## src/logic/btsc_pkg.sv

```systemverilog
// constants, types and carriers for the band timing and speed-control block
package btsc_pkg;

    // ********************************
    // clock
    // ********************************
    localparam int CLK_MHZ = 25;
    localparam int CLK_PERIOD_NS = 40;

    // ********************************
    // widths
    // ********************************
    localparam int SPD_W = 11;
    localparam int GAP_W = 16;
    localparam int HAM_W = 12;
    localparam int POR_W = 24;
    localparam int SRST_W = 5;

    // ********************************
    // speed counter terminal counts, in timebase ticks
    // ********************************
    localparam logic [SPD_W-1:0] TC_SLOW = 11'h4c0;
    localparam logic [SPD_W-1:0] TC_MEDIUM = 11'h440;
    localparam logic [SPD_W-1:0] TC_FAST = 11'h340;

    // ********************************
    // timing
    // ********************************
    localparam int SPEED_RESET_NS = 800;
    localparam int SPEED_RESET_CYCLES = (SPEED_RESET_NS + CLK_PERIOD_NS - 1) / CLK_PERIOD_NS;
    localparam int MARK_SLOW_US = 611;
    localparam int MARK_MEDIUM_US = 889;
    localparam int MARK_FAST_US = 563;
    localparam logic [GAP_W-1:0] GAP_SLOW = GAP_W'(MARK_SLOW_US * CLK_MHZ / 2);
    localparam logic [GAP_W-1:0] GAP_MEDIUM = GAP_W'(MARK_MEDIUM_US * CLK_MHZ / 2);
    localparam logic [GAP_W-1:0] GAP_FAST = GAP_W'(MARK_FAST_US * CLK_MHZ / 2);
    localparam logic [GAP_W-1:0] GAP_MAX = 16'hffff;
    localparam int HAMMER_RESET_US = 100;
    localparam logic [HAM_W-1:0] HAMMER_RESET_CYCLES = HAM_W'(HAMMER_RESET_US * CLK_MHZ);
    localparam int POR_MS = 500;
    localparam int POR_CYCLES_DEF = POR_MS * 1000 * CLK_MHZ;

    // ********************************
    // types
    // ********************************
    typedef enum logic [1:0] {MODEL_SLOW, MODEL_MEDIUM, MODEL_FAST} btsc_model_t;

    typedef enum logic [1:0] {IDX_WAIT, IDX_MASKED, IDX_FOUND} btsc_idx_t;

    typedef struct packed {
        logic index_clock;
        logic ident_clock;
        logic index_out_n;
        logic index_second_stage;
        logic hammer_trigger;
        logic hammer_reset;
    } btsc_proc_t;

    localparam btsc_proc_t PROC_RESET = 6'h08;

endpackage : btsc_pkg

```

## src/logic/btsc_pulse_stretch.sv

```systemverilog
// fixed-length pulse generator started by a one-cycle trigger
`timescale 1ns/1ns
module btsc_pulse_stretch #(
    parameter int LEN = 20,
    parameter int W = 5
) (
    input wire logic clk,
    input wire logic resetn,
    input wire logic trig,
    output logic pulse
);

    localparam logic [W-1:0] LOAD = W'(LEN);

    logic [W-1:0] cnt;
    logic [W-1:0] next_cnt;

    always_comb begin
        next_cnt = cnt;
        if (trig) begin
            next_cnt = LOAD;
        end else if (cnt != '0) begin
            next_cnt = cnt - 1'b1;
        end
    end

    always_ff @(posedge clk or negedge resetn) begin
        if (!resetn) begin
            cnt <= '0;
        end else begin
            cnt <= next_cnt;
        end
    end

    assign pulse = (cnt != '0);

endmodule : btsc_pulse_stretch

```

## src/logic/btsc_band_timing.sv

```systemverilog
// band timing, speed control, index separation and power reset
//
// Notes on behaviour
// - band mark sampled into synced pulse
// - synced pulse trailing edge sets double clock
// - double clock rise clears counter 800 ns
// - counter terminal count clears double clock
// - slow model sets twice per character
// - terminal count first drives request low
// - early mark drives request high
// - nominal mark spacing per model
// - early marks are index or identifier
// - first extra masked, second sets index
// - initializer aligns slow divide-by-two
// - index given true and complemented
// - index, identifier, hammer references to processor
// - hammer references only in print mode
// - power reset held half a second
// - early warning low asserts reset immediately
// - print inhibit disables hammer drivers
`timescale 1ns/1ns
module btsc_band_timing #(
    parameter int POR_CYCLES = btsc_pkg::POR_CYCLES_DEF
) (
    input wire logic clk,
    input wire logic resetn,
    input wire logic band_mark_in,
    input wire logic system_timebase,
    input btsc_pkg::btsc_model_t model_sel,
    input wire logic print_mode,
    input wire logic print_inhibit,
    input wire logic supply_early_warning,
    output logic synced_mark_pulse,
    output logic char_clock_double,
    output logic char_clock,
    output logic speed_drive_request_n,
    output logic power_reset_n,
    output logic hammer_enable,
    output btsc_pkg::btsc_proc_t proc_out
);
    import btsc_pkg::*;

    localparam logic [POR_W-1:0] POR_LAST = POR_W'(POR_CYCLES - 1);

    // ************************************************
    // model decode
    // ************************************************
    logic [SPD_W-1:0] tc;
    logic [GAP_W-1:0] extra_gap;

    always_comb begin
        case (model_sel)
            MODEL_SLOW: begin
                tc = TC_SLOW;
                extra_gap = GAP_SLOW;
            end
            MODEL_MEDIUM: begin
                tc = TC_MEDIUM;
                extra_gap = GAP_MEDIUM;
            end
            MODEL_FAST: begin
                tc = TC_FAST;
                extra_gap = GAP_FAST;
            end
            default: begin
                tc = TC_SLOW;
                extra_gap = GAP_SLOW;
            end
        endcase
    end

    // ************************************************
    // mark sampling and classification
    // ************************************************
    logic mark_prev;
    logic tb_prev;
    logic next_synced;
    logic next_mark_prev;
    logic next_tb_prev;
    logic [GAP_W-1:0] gap;
    logic [GAP_W-1:0] next_gap;
    logic mark_fall;
    logic tb_tick;
    logic extra_fall;
    logic valid_fall;

    always_comb begin
        next_synced = band_mark_in;
        next_mark_prev = synced_mark_pulse;
        next_tb_prev = system_timebase;
        mark_fall = mark_prev && !synced_mark_pulse;
        tb_tick = system_timebase && !tb_prev;
        // marks closer than half the nominal spacing are not characters
        extra_fall = mark_fall && (gap < extra_gap);
        valid_fall = mark_fall && !extra_fall;
        next_gap = gap;
        if (mark_fall) begin
            next_gap = '0;
        end else if (gap != GAP_MAX) begin
            next_gap = gap + 1'b1;
        end
    end

    always_ff @(posedge clk or negedge resetn) begin
        if (!resetn) begin
            synced_mark_pulse <= 1'b0;
            mark_prev <= 1'b0;
            tb_prev <= 1'b0;
            gap <= GAP_MAX;
        end else begin
            synced_mark_pulse <= next_synced;
            mark_prev <= next_mark_prev;
            tb_prev <= next_tb_prev;
            gap <= next_gap;
        end
    end

    // ************************************************
    // index and identifier separation
    // ************************************************
    btsc_idx_t idx;
    btsc_idx_t next_idx;
    logic raw_index_n;
    logic ident_pulse;

    always_comb begin
        next_idx = idx;
        raw_index_n = 1'b1;
        ident_pulse = 1'b0;
        if (valid_fall) begin
            next_idx = IDX_WAIT;
        end else if (extra_fall) begin
            case (idx)
                IDX_WAIT: begin
                    next_idx = IDX_MASKED;
                end
                IDX_MASKED: begin
                    next_idx = IDX_FOUND;
                    raw_index_n = 1'b0;
                end
                IDX_FOUND: begin
                    ident_pulse = 1'b1;
                end
                default: begin
                    next_idx = IDX_WAIT;
                end
            endcase
        end
    end

    always_ff @(posedge clk or negedge resetn) begin
        if (!resetn) begin
            idx <= IDX_WAIT;
        end else begin
            idx <= next_idx;
        end
    end

    // ************************************************
    // character clock and speed servo
    // ************************************************
    logic [SPD_W-1:0] spd_cnt;
    logic [SPD_W-1:0] next_spd_cnt;
    logic ccd_prev;
    logic next_ccd;
    logic next_ccd_prev;
    logic next_drive;
    logic div;
    logic next_div;
    logic init_ff;
    logic next_init;
    logic next_char_clock;
    logic ccd_rise;
    logic spd_clear;
    logic tc_hit;
    logic char_event;

    btsc_pulse_stretch #(
        .LEN(SPEED_RESET_CYCLES),
        .W(SRST_W)
    ) u_speed_reset (
        .clk(clk),
        .resetn(resetn),
        .trig(ccd_rise),
        .pulse(spd_clear)
    );

    always_comb begin
        ccd_rise = char_clock_double && !ccd_prev;
        tc_hit = tb_tick && !spd_clear && (spd_cnt == tc - 1'b1);
        next_ccd_prev = char_clock_double;
        next_spd_cnt = spd_cnt;
        if (spd_clear) begin
            next_spd_cnt = '0;
        end else if (tb_tick && (spd_cnt != tc)) begin
            next_spd_cnt = spd_cnt + 1'b1;
        end
        // a new mark wins over the terminal count
        next_ccd = char_clock_double;
        if (valid_fall) begin
            next_ccd = 1'b1;
        end else if (tc_hit) begin
            next_ccd = 1'b0;
        end
        next_drive = speed_drive_request_n;
        if (!power_reset_n) begin
            next_drive = 1'b1;
        end else if (valid_fall && (spd_cnt != tc)) begin
            next_drive = 1'b1;
        end else if (tc_hit) begin
            next_drive = 1'b0;
        end
        next_div = div;
        next_init = init_ff;
        char_event = 1'b0;
        if (ccd_rise) begin
            if (model_sel != MODEL_SLOW) begin
                char_event = 1'b1;
            end else if (init_ff) begin
                next_div = 1'b1;
                next_init = 1'b0;
                char_event = 1'b1;
            end else begin
                next_div = !div;
                char_event = !div;
            end
        end
        if (!raw_index_n) begin
            next_init = 1'b1;
        end
        next_char_clock = (model_sel == MODEL_SLOW) ? next_div : next_ccd;
    end

    always_ff @(posedge clk or negedge resetn) begin
        if (!resetn) begin
            spd_cnt <= '0;
            char_clock_double <= 1'b0;
            ccd_prev <= 1'b0;
            speed_drive_request_n <= 1'b1;
            div <= 1'b0;
            init_ff <= 1'b1;
            char_clock <= 1'b0;
        end else begin
            spd_cnt <= next_spd_cnt;
            char_clock_double <= next_ccd;
            ccd_prev <= next_ccd_prev;
            speed_drive_request_n <= next_drive;
            div <= next_div;
            init_ff <= next_init;
            char_clock <= next_char_clock;
        end
    end

    // ************************************************
    // processor references and hammer gating
    // ************************************************
    logic [HAM_W-1:0] ham_cnt;
    logic [HAM_W-1:0] next_ham_cnt;
    btsc_proc_t next_proc;
    logic next_hammer_enable;
    logic hammer_ok;

    always_comb begin
        hammer_ok = print_mode && !print_inhibit && power_reset_n;
        next_ham_cnt = ham_cnt;
        if (char_event && hammer_ok) begin
            next_ham_cnt = HAMMER_RESET_CYCLES;
        end else if (ham_cnt != '0) begin
            next_ham_cnt = ham_cnt - 1'b1;
        end
        next_proc.index_clock = !raw_index_n;
        next_proc.ident_clock = ident_pulse;
        next_proc.index_out_n = (next_idx != IDX_FOUND);
        next_proc.index_second_stage = !proc_out.index_out_n;
        next_proc.hammer_trigger = char_event && hammer_ok;
        next_proc.hammer_reset = (ham_cnt == 12'h001) && hammer_ok;
        next_hammer_enable = !print_inhibit && power_reset_n;
    end

    always_ff @(posedge clk or negedge resetn) begin
        if (!resetn) begin
            ham_cnt <= '0;
            proc_out <= PROC_RESET;
            hammer_enable <= 1'b0;
        end else begin
            ham_cnt <= next_ham_cnt;
            proc_out <= next_proc;
            hammer_enable <= next_hammer_enable;
        end
    end

    // ************************************************
    // power reset sequence
    // ************************************************
    logic [POR_W-1:0] por_cnt;
    logic [POR_W-1:0] next_por_cnt;
    logic next_power_reset_n;

    always_comb begin
        next_por_cnt = por_cnt;
        next_power_reset_n = 1'b0;
        if (!supply_early_warning) begin
            next_por_cnt = '0;
        end else if (por_cnt != POR_LAST) begin
            next_por_cnt = por_cnt + 1'b1;
        end else begin
            next_power_reset_n = 1'b1;
        end
    end

    always_ff @(posedge clk or negedge resetn) begin
        if (!resetn) begin
            por_cnt <= '0;
            power_reset_n <= 1'b0;
        end else begin
            por_cnt <= next_por_cnt;
            power_reset_n <= next_power_reset_n;
        end
    end
endmodule : btsc_band_timing

```

## config.mk

```make
export PLATFORM = sky130hd
export DESIGN_NAME = btsc_band_timing
export DESIGN_NICKNAME = d
export VERILOG_FILES = /design/src/logic/btsc_pkg.sv /design/src/logic/btsc_pulse_stretch.sv /design/src/logic/btsc_band_timing.sv
export SDC_FILE = /design/constraint.sdc
export NUM_CORES = 1
export LEC_CHECK = 0
export ABC_AREA = 1
export ABC_CLOCK_PERIOD_IN_PS = 4090
export BUFFER_PORTS_ARGS = -buffer_cell sky130_fd_sc_hd__buf_2
export CORE_ASPECT_RATIO = 1.1
export CORE_MARGIN = 3
export CORE_UTILIZATION = 55
export CTS_CLUSTER_SIZE = 14
export DETAILED_ROUTE_END_ITERATION = 7
export HOLD_SLACK_MARGIN = 0.1
export PLACE_DENSITY = 0.72
export SKIP_CTS_REPAIR_TIMING = 1
export SYNTH_ARGS = -nofsm -noshare
export SYNTH_HDL_FRONTEND = slang
export SYNTH_SLANG_ARGS = --single-unit
export TNS_END_PERCENT = 30
```

## constraint.sdc

```tcl
create_clock -name clk -period 4.09 [get_ports clk]
set_clock_uncertainty 0.2 [all_clocks]
set_input_delay 0.409 -clock clk [delete_from_list [all_inputs] [get_ports clk]]
set_output_delay 0.409 -clock clk [all_outputs]
set_load 0.03 [all_outputs]
```

# Word-level counts from Yosys, hierarchy flattened
# Cells that the tools add are included.
dict set report op_classes {
  addsub 6
  order_cmp 1
  n_eq_ne 14
  mux 37
  n_reduce_logical 33
}
# operator count
set ops {}
lappend ops {{24-bit 2-to-1 mux} 2}
lappend ops {{16-bit 2-to-1 mux} 2}
lappend ops {{14-bit one-hot mux with 2 select lines} 1}
lappend ops {{24-bit by 1-bit adder with 24-bit output (second input constant)} 1}
lappend ops {{12-bit 2-to-1 mux} 2}
lappend ops {{24-bit != test (second input constant)} 1}
lappend ops {{1-bit 2-to-1 mux} 22}
lappend ops {{11-bit 2-to-1 mux} 2}
lappend ops {{11-bit one-hot mux with 2 select lines} 1}
lappend ops {{16-bit by 1-bit adder with 16-bit output (second input constant)} 1}
lappend ops {{16-bit less-than comparator} 1}
lappend ops {{16-bit != test (second input constant)} 1}
lappend ops {{1-bit logical AND} 14}
lappend ops {{12-bit by 1-bit == test with 1-bit output (second input constant)} 1}
lappend ops {{12-bit nonzero test} 1}
lappend ops {{12-bit by 1-bit subtractor with 12-bit output (second input constant)} 1}
lappend ops {{11-bit by 1-bit adder with 11-bit output (second input constant)} 1}
lappend ops {{11-bit == test} 1}
lappend ops {{11-bit != test} 1}
lappend ops {{11-bit by 1-bit subtractor with 11-bit output (second input constant)} 1}
lappend ops {{5-bit 2-to-1 mux} 2}
lappend ops {{2-bit nonzero test} 5}
lappend ops {{1-bit logical NOT} 9}
lappend ops {{2-bit one-hot mux with 3 select lines} 1}
lappend ops {{other kinds (10)} 16}
dict set report word_totals {
  reg_bits 87
  wordCells 114
}

# Depth between registers and ports, before layout
# Gate-level depths: netlist of run 1.
dict set report logic_depth {
  depth_word 9
  depth_mapped 16
  mapped_depth_nobuf 15
}

# By module
# Synthesis of run 1 repeated with hierarchy kept, for this count alone.
dict set report unflattened {
  hier_cells 611
  hier_area_um2 4822.1
}
# module n_inst cells_each area_per_inst_um2 seq_area_each_um2
set by_module_without_submodules {}
lappend by_module_without_submodules {btsc_band_timing 1 578 4554.4 2075.7}
lappend by_module_without_submodules {btsc_pulse_stretch 1 33 267.8 125.1}

# Worst setup path before layout of run 1
# No wires, ideal clock.
dict set report synth_path {
  kind {input-to-reg}
  start {in model_sel[0]}
  end {reg char_clock}
  setup_time_ns 0.065
  arrival_time_ns 1.808
  slack_ns 2.017
  path_stages 13
  path_buffers 0
  cell_sequence {inv_1 > ha_1 > ha_1 > nand2_1 > a21oi_1 > nand3_1 > nor3_1 > nand2_2 > nand2_1 > nand2_1 > nand2_2 > nand2_1 > nand2_1}
}
dict set report synth_between {
  elab_chain_len 8
  elab_cells_between_ends 18
  classes_between {1 x add/sub; 1 x order compare; 3 x eq/ne; 7 x mux; 6 x reduce/logical}
}
# item line_no
set synth_lines {}
lappend synth_lines {{start: declaration} btsc_band_timing.sv:29} ;# input btsc_pkg::btsc_model_t model_sel,
lappend synth_lines {{2-bit == test or 2-bit by 1-bit == test with 1-bit output (tied branches)} btsc_band_timing.sv:52} ;# case (model_sel)
lappend synth_lines {{11-bit one-hot mux with 2 select lines or 14-bit one-hot mux with 2 select lines (tied branches)} btsc_band_timing.sv:52}
lappend synth_lines {{11-bit by 1-bit subtractor with 11-bit output or 16-bit less-than comparator (tied branches)} {btsc_band_timing.sv:190, btsc_band_timing.sv:94}}
lappend synth_lines {{11-bit == test or 1-bit logical AND (tied branches)} {btsc_band_timing.sv:190, btsc_band_timing.sv:94}}
lappend synth_lines {{1-bit logical AND or 1-bit logical NOT (tied branches)} {btsc_band_timing.sv:190, btsc_band_timing.sv:95}}
lappend synth_lines {{1-bit 2-to-1 mux or 1-bit logical AND (tied branches)} {btsc_band_timing.sv:202, btsc_band_timing.sv:95}}
lappend synth_lines {{1-bit 2-to-1 mux *} btsc_band_timing.sv:200} ;# if (valid_fall) begin
lappend synth_lines {{named net next_ccd} btsc_band_timing.sv:165} ;# logic next_ccd;
lappend synth_lines {{1-bit 2-to-1 mux *} btsc_band_timing.sv:231} ;# next_char_clock = (model_sel == MODEL_SLOW) ? next_div : next_ccd;
lappend synth_lines {{named net next_char_clock} btsc_band_timing.sv:172} ;# logic next_char_clock;
lappend synth_lines {{end signal: assignment} btsc_band_timing.sv:250} ;# char_clock <= next_char_clock;
lappend synth_lines {{end: declaration} btsc_band_timing.sv:35} ;# output logic char_clock,
# Mark *: on every way through the listed nets, which the timed path passes. The rest lies on a longest branch.
# A chain may end at the register's enable or synchronous reset.

# Worst setup path in the final report of run 1
dict set report layout_path {
  start {reg u_speed_reset.cnt[0]}
  end {reg spd_cnt[0]}
}
dict set report layout_between {
  elab_chain_len 2
  elab_cells_between_ends 3
  classes_between {1 x mux; 2 x reduce/logical}
}
# item line_no
set layout_lines {}
lappend layout_lines {{start: declaration} btsc_pulse_stretch.sv:15} ;# logic [W-1:0] cnt;
lappend layout_lines {{start signal: assignment} btsc_pulse_stretch.sv:31} ;# cnt <= next_cnt;
lappend layout_lines {{5-bit nonzero test *} btsc_pulse_stretch.sv:35} ;# assign pulse = (cnt != '0);
lappend layout_lines {{11-bit 2-to-1 mux or 2-bit nonzero test (tied branches)} --}
lappend layout_lines {{end signal: assignment} btsc_band_timing.sv:244} ;# spd_cnt <= next_spd_cnt;
lappend layout_lines {{end: declaration} btsc_band_timing.sv:162} ;# logic [SPD_W-1:0] spd_cnt;
# Every way passes the cells marked *; elsewhere a longest branch is shown, timed or not.

==> reports/metrics.csv, run 1 <==
stage;metric;value;unit
hold_path;worst min path class;input port to flip-flop;
setup_path;slowest stage delay, CP;400;ps
cts;number of CTS-inserted buffers;9;
global_routing;grt total ovfl;0;
floorplan;Die Width;96.5;um
routing;DRT antenna net count;0;
floorplan;row cnt;35;
pwr;Final Power;1850;uW
synth;Post-synth top cells;114 x nand2_1, 92 x inv_1, 68 x dfrtp_1;
pwr;pwr/cell area;344;nW/um2
routing;vias per std cell;5.35;
layout;# diodes;0;
setup_path;critical path peak fanout;17;
synth;FFs w/ async S/R, synth;100;%
synth;Mapped Nets;642;
synth;post-synth top area share;34.3;%
synth;synth unique cells;45;
floorplan;initial core utilization;57.8;%
floorplan;io pins;21;
routing;DRT Pass-1 Iters;4;
layout;synthesis-to-finish area growth;8.68;%
sta;worst slew pin tran;806;ps
synth;mapped cell area;4960;um2
synth;synth warn;0;
sta;final setup fails;0;
layout;Layout Cells excl Fill;759;
hold_path;Hold EP;proc_out[0];
hold_path;hold depth;3;
setup_path;R2R cell count;8;
setup_path;worst endpoint required time;4190;ps
sta;period utilisation layout;55.0;%
routing;final wirelength;9.90;mm
setup_path;Reg2Reg Setup Slack;1840;ps
cts;Clk pin slew, worst setup/hold paths;90;ps
sta;Hold Fails Final Rpt;0;
cts;Max clock buf depth;2;
synth;Post-synth EDFFs;0;
cts;clock tree sinks;87;
routing;DRC;0;
placed_design;Routability Congestion;0.932;
routing;initial drt markers;220;
global_routing;initial antenna violation count;0;
layout;fin area;5390;um2
synth;flops & latches, synth;87;
placed_design;dpl ws;1640;ps
cts;CTS tree;yes;
synth;post-synth top area cell;dfrtp_1;
synth;Gate Count Post-Synth;615;
floorplan;Die Y;106;um
setup_path;slowest CP cell;dfrtp_1;
setup_path;Critical Path Most Common Cell;inv_1;
hold_path;hold path start;print_mode;
synth;Synth area leaders;dfrtp_1 34%, dfstp_2 10%, nand2_1 8.6%, inv_1 7.0%, nor2_1 5.1%;
floorplan;Die Footprint;10200;um2
global_routing;gr usage total;21.2;%
job;Max Cap Viol;0;
sta;Sum Neg Setup Slack;0;ps
synth;count leader, synth;nand2_1;
sta;final setup margin;1840;ps
setup_path;CP Buf/Inv Count;3;
setup_path;worst-path cell chain;inv_1 -> ha_1 -> nand3_1 -> inv_1 -> nand2_2 -> inv_1 -> nand2_1 -> nand2_1;
setup_path;worst r2r dst;spd_cnt[0];
global_routing;global-route wire length before repair;17.4;mm
setup_path;RR Startpoint;u_speed_reset.cnt[0];
pwr;Pleak;0.00250;uW
layout;fraction of layout cells with a size suffix above 1;15.3;%
sta;fmax;445;MHz
placed_design;HPWL after DPL;7.28;mm
synth;sequential share of the synthesized area;44.4;%
layout;Final #Nets;670;
placed_design;DP Cell Count;739;
routing;vias;4059;
global_routing;vias in the first global route;4007;
cts;maximum level of the CTS H-tree;3;
global_routing;pin count of the biggest net entering global routing;67;
cts;worst-skew pair later-pin latency;370;ps
placed_design;Buffers on Ports;20;
run_status;status;finished, final reports clean;
routing;Wirelength per Cell;13.0;um
placed_design;DP Area;5160;um2
synth;Primary FF master, synth;dfrtp_1;
setup_path;critical path class;flip-flop to flip-flop;
setup_path;WP data arrival;2350;ps
sta;slew margin rel.;46.3;%
floorplan;Core Box Area;8580;um2
sta;Final min period;2250;ps
sta;Final Max Slew Viols;0;
synth;mean area per synthesized cell;8.06;um2
sta;RSZ-0062 raised after global routing;no;
setup_path;crit start category;flip-flop;
cts;clk root buf;clkbuf_8;
pwr;VDD IR max;0.212;mV
setup_path;Top Family by Delay on Critical Path;simple AND/OR/NAND/NOR gates;
setup_path;Worst setup EP type;flip-flop;
-- worst max-delay path by stage --
stage	start	to	slack, ps	cells past startpoint
global route	u_speed_reset.cnt[0]	spd_cnt[9]	1630	8
detailed placement	model_sel[0]	char_clock	1640	16
CTS	u_speed_reset.cnt[0]	spd_cnt[0]	1820	8
floorplan	model_sel[0]	char_clock	2020	13
global placement	model_sel[0]	char_clock	1700	16
finish	u_speed_reset.cnt[0]	spd_cnt[0]	1840	8
-- per-layer routing --
metal  track usage, %  share of wire (%)
met5                0                  0
met4             6.91                1.0
met2             34.8                 48
met1             28.7                 47
met3             2.86                3.8
-- worst min-delay path: cells and delay by family --
family                 cells  cell delay (ps)
buffers and inverters      1              100
AND/OR/NAND/NOR            2              140
-- power breakdown --
part,leakage (uW),total [uW],switching [uW],internal [uW]
Combinational,0.00130,260,170,90.2
Sequential,0.00110,1000,64.3,936
Clock,0.000100,592,352,240
-- through the flow --
step	hold WS, ps	utilization [%]
CTS	-63.1	62.3
global placement	203	60.1
detailed placement	206	60.1
floorplan	-86.6	-
finish	119	62.8
global route	125	62.8
-- placed cells by master, fill, tap and decap left out, types with 9 or more instances in the layout --
| cell type | count |
|---|---|
| xor2_1 | 23 |
| ha_1 | 18 |
| nor3_1 | 20 |
| dfstp_2 | 19 |
| nor2_1 | 67 |
| clkbuf_8 | 9 |
| nand3_1 | 39 |
| nand2_1 | 114 |
| dfrtp_1 | 68 |
| o21ai_0 | 35 |
| nand4_1 | 17 |
| inv_1 | 92 |
| a21oi_1 | 21 |
| buf_2 | 19 |
-- layout make-up --
cell class,instances,area [um2]
clock buffer,9,124
clock inverter,7,68.8
sequential,87,2200
timing repair buffer,25,150
multi-input combinational,423,2340
inverter,97,364
fill,774,3190
tap,111,139
-- flip-flops by register name, indices dropped and copies added (netlist names) --
name and cells:
u_speed_reset.cnt 5, tb_prev 1, hammer_enable 1, div 1, power_reset_n 1, speed_drive_request_n 1, proc_out 6, idx 2
mark_prev 1, spd_cnt 11, char_clock_double 1, por_cnt 24, ham_cnt 12, init_ff 1, synced_mark_pulse 1, ccd_prev 1
gap 16, char_clock 1
-- cell families after synthesis --
group	Yosys count	synth area share (%)
adder cells (fa/ha/maj)	18	4.54
flip-flops	87	44.4
AO/OA/AOI/OAI	81	9.21
AND/OR/NAND/NOR	298	28.9
XOR/XNOR	25	4.41
multiplexers	1	0.227
buffers and inverters	105	8.38
(Power assumes the default switching activity.)
==> inputs of run 2 (changes only) <==
--- a/config.mk
+++ b/config.mk
@@ -5,8 +5,8 @@
 export SDC_FILE = /design/constraint.sdc
 export NUM_CORES = 1
 export LEC_CHECK = 0
-export ABC_AREA = 1
-export ABC_CLOCK_PERIOD_IN_PS = 4090
+export ABC_AREA = 0
+export ABC_CLOCK_PERIOD_IN_PS = 2000
 export BUFFER_PORTS_ARGS = -buffer_cell sky130_fd_sc_hd__buf_2
 export CORE_ASPECT_RATIO = 1.1
 export CORE_MARGIN = 3
@@ -14,7 +14,7 @@
 export CTS_CLUSTER_SIZE = 14
 export DETAILED_ROUTE_END_ITERATION = 7
 export HOLD_SLACK_MARGIN = 0.1
-export PLACE_DENSITY = 0.72
+export PLACE_DENSITY = 0.75
 export SKIP_CTS_REPAIR_TIMING = 1
 export SYNTH_ARGS = -nofsm -noshare
 export SYNTH_HDL_FRONTEND = slang
==> constraint.sdc (replaced) <==
create_clock -name clk -period 2 [get_ports clk]
set_clock_uncertainty 0.2 [all_clocks]
set_input_delay 0.2 -clock clk [delete_from_list [all_inputs] [get_ports clk]]
set_output_delay 0.2 -clock clk [all_outputs]
set_load 0.03 [all_outputs]
==> reports/metrics.csv, run 2 <==
stage;metric;value;unit;change
sta;Sum Neg Setup Slack;-34.4;ps;-34.4 ps
run_status;status;finished, violations left;;
floorplan;Die Width;94.7;um;-1.9%
synth;Post-synth top cells;68 x dfrtp_1, 59 x nor2_1, 38 x nand2_1;;
hold_path;worst min path class;input port to async pin;;
setup_path;worst-path cell chain;ha_1 -> nand2_1 -> o221ai_2 -> nor3b_1 -> o41a_1;;
synth;mapped cell area;4760;um2;-4.0%
layout;Biggest register;por_cnt;;
global_routing;global-route wire length before repair;16.8;mm;-3.3%
synth;flops & latches, synth;87;;unchanged
cts;clock tree sinks;87;;unchanged
routing;DRT Pass-1 Iters;4;;unchanged
synth;Post-synth EDFFs;0;;unchanged
setup_path;critical path class;flip-flop to flip-flop;;
synth;Primary FF master, synth;dfrtp_1;;
setup_path;slowest stage delay, CP;590;ps;+190 ps
sta;Final Max Slew Viols;0;;unchanged
layout;Final #Nets;606;;-9.6%
setup_path;R2R cell count;5;;-3
job;Max Cap Viol;0;;unchanged
pwr;Clock power frac;29.6;%;-2.4 points
setup_path;critical path peak fanout;4;;-13
setup_path;worst endpoint required time;2040;ps;-2150 ps
sta;final setup margin;-24.9;ps;-1870 ps
cts;maximum level of the CTS H-tree;3;;unchanged
sta;slew margin rel.;59.8;%;+14 points
routing;vias;3913;;-3.6%
routing;Wirelength per Cell;14.8;um;+13%
layout;synthesis-to-finish area growth;24.1;%;
layout;fraction of layout cells with a size suffix above 1;28.6;%;+13 points
synth;FFs w/ async S/R, synth;100;%;unchanged
sta;period utilisation layout;101;%;+46 points
floorplan;io pins;21;;unchanged
layout;biggest regs;por_cnt: 24 flops, gap: 16 flops, ham_cnt: 12 flops;;
pwr;pwr/cell area;689;nW/um2;+100%
synth;Mapped Nets;516;;-20%
pwr;power share of the sequential group;50.3;%;-3.7 points
layout;commonest cells after routing, fill and taps aside;68 x dfrtp_1, 66 x buf_4, 59 x nor2_1, 38 x nand2_1, 26 x xor2_1;;
pwr;Internal;2800;uW;+120%
global_routing;vias in the first global route;3753;;-6.3%
sta;final setup fails;2;;+2
cts;clk root buf;clkbuf_8;;
setup_path;slowest CP cell;dfstp_2;;
floorplan;Die Y;104;um;-1.9%
routing;DRT antenna net count;0;;unchanged
cts;Clk pin slew, worst setup/hold paths;100;ps;about the same
floorplan;initial core utilization;58.3;%;+0.52 points
placed_design;Routability Congestion;0.850;;-8.7%
cts;number of CTS-inserted buffers;9;;unchanged
routing;final wirelength;10.2;mm;+3.5%
routing;DRC;0;;unchanged
floorplan;row cnt;34;;-2.9%
global_routing;grt total ovfl;0;;unchanged
cts;CTS tree;yes;;
pwr;Logic pwr share;20.1;%;+6.1 points
layout;commonest non-fill, non-tap cell in the layout;dfrtp_1;;
sta;Final min period;2020;ps;-225 ps
synth;Synth area leaders;dfrtp_1 36%, dfstp_2 10%, xor2_1 4.8%, ha_1 4.7%, nor2_1 4.7%;;
setup_path;Worst setup EP type;flip-flop;;
setup_path;crit start category;flip-flop;;
synth;mean area per synthesized cell;9.74;um2;+21%
sta;RSZ-0062 raised after global routing;yes;;
routing;initial drt markers;201;;-8.6%
floorplan;Die Footprint;9810;um2;-3.7%
routing;vias per std cell;5.65;;+5.7%
synth;post-synth top area share;35.7;%;+1.4 points
placed_design;Buffers on Ports;20;;unchanged
placed_design;HPWL after DPL;7.12;mm;-2.2%
synth;sequential share of the synthesized area;46.2;%;+1.8 points
setup_path;WP data arrival;2060;ps;-290 ps
synth;post-synth top area cell;dfrtp_1;;
global_routing;pin count of the biggest net entering global routing;44;;-34%
cts;worst-skew pair later-pin latency;370;ps;about the same
global_routing;initial antenna violation count;0;;unchanged
global_routing;gr usage total;20.9;%;-0.25 points
cts;Max clock buf depth;2;;unchanged
floorplan;Core Box Area;8170;um2;-4.8%
layout;max FFs per register;24;;unchanged
synth;Gate Count Post-Synth;489;;-20%
sta;worst slew pin tran;602;ps;-204 ps
pwr;Sw Ratio;31.3;%;-0.34 points
sta;fmax;494;MHz;+11%
synth;synth unique cells;67;;+49%
pwr;VDD IR max;0.408;mV;+92%
layout;# diodes;0;;unchanged
placed_design;dpl ws;-370;ps;-2010 ps
pwr;Pleak;0.00258;uW;+3.4%
run_status;failing checks;negative setup slack;;
layout;Filler Cell Count;610;;-21%
synth;synth warn;0;;unchanged
pwr;Final Power;4070;uW;+120%
pwr;Switch Pwr;1270;uW;+120%
synth;count leader, synth;dfrtp_1;;
sta;Hold Fails Final Rpt;0;;unchanged
-- run 2: cell count changes after synthesis, moves of 8 or more --
cell	change
inv_1	-68
nor2_2	-8
nor2_1	-8
xnor2_1	+15
o21ai_0	-17
and3_1	+11
nand3_1	-16
nand2_1	-76
-- run 2: critical path, delay by kind of cell, from the launching register on --
kind | cells | cell delay, ps
flops | 1 | 590
compound gates | 2 | 550
fa+ha+maj | 1 | 260
simple gates | 2 | 310
-- run 2: kinds of logic after synthesis --
| family | share of synthesized area, % |
|---|---|
| AO/OA/AOI/OAI | 11.0 |
| adder cells (fa/ha/maj) | 4.73 |
| buffers and inverters | 3.10 |
| AND/OR/NAND/NOR | 26.0 |
| multiplexers | 1.05 |
| flip-flops | 46.2 |
| XOR/XNOR | 7.91 |
-- run 2: final cells by class --
cell class	instances	area (um2)	area share (%)
Clock inverter	7	75.1	1.27
Sequential cell	87	2200	37.2
Multi-Input combinational cell	364	2600	44.0
Timing Repair Buffer	92	671	11.3
Clock buffer	9	124	2.10
Tap cell	108	135	2.29
Inverter	25	101	1.72
-- run 2: stage by stage --
stage	cell area (um2)	util [%]	hold slack, ps	std cells
after global placement	5430	66.5	21.9	664
after CTS	5630	68.9	-371	680
final	5910	72.3	152	692
after floorplan	4780	-	-296	489
after global routing	5910	72.3	199	692
after detailed placement	5430	66.5	28.5	664
-- run 2: final timing paths --
check,from,slack (ps),end
max,gap[7],-20,char_clock
min,resetn,150,spd_cnt[9]
max reg2reg,gap[7],-20,char_clock
min reg2reg,synced_mark_pulse,220,mark_prev
max in group asynchronous,resetn,840,por_cnt[9]
min in group clk,synced_mark_pulse,220,mark_prev
-- run 2: metal layers --
metal	track usage [%]	wire, um	up-vias
li1	-	-	1922
met1	28.8	4790	1912
met2	33.5	5000	64
met3	3.99	320	15
met4	5.98	137	0
met5	0	0	-
-- run 2: power groups by stage --
stage / logic (uW) / registers [uW] / clock network (uW)
6_report: 816 / 2050 / 1200
5_1_grt: 910 / 2060 / 1290
4_1_cts: 742 / 2040 / 1250
3_5_place_dp: 735 / 2070 / 0
3_3_place_gp: 706 / 2060 / 0
2_1_floorplan: 372 / 2120 / 0
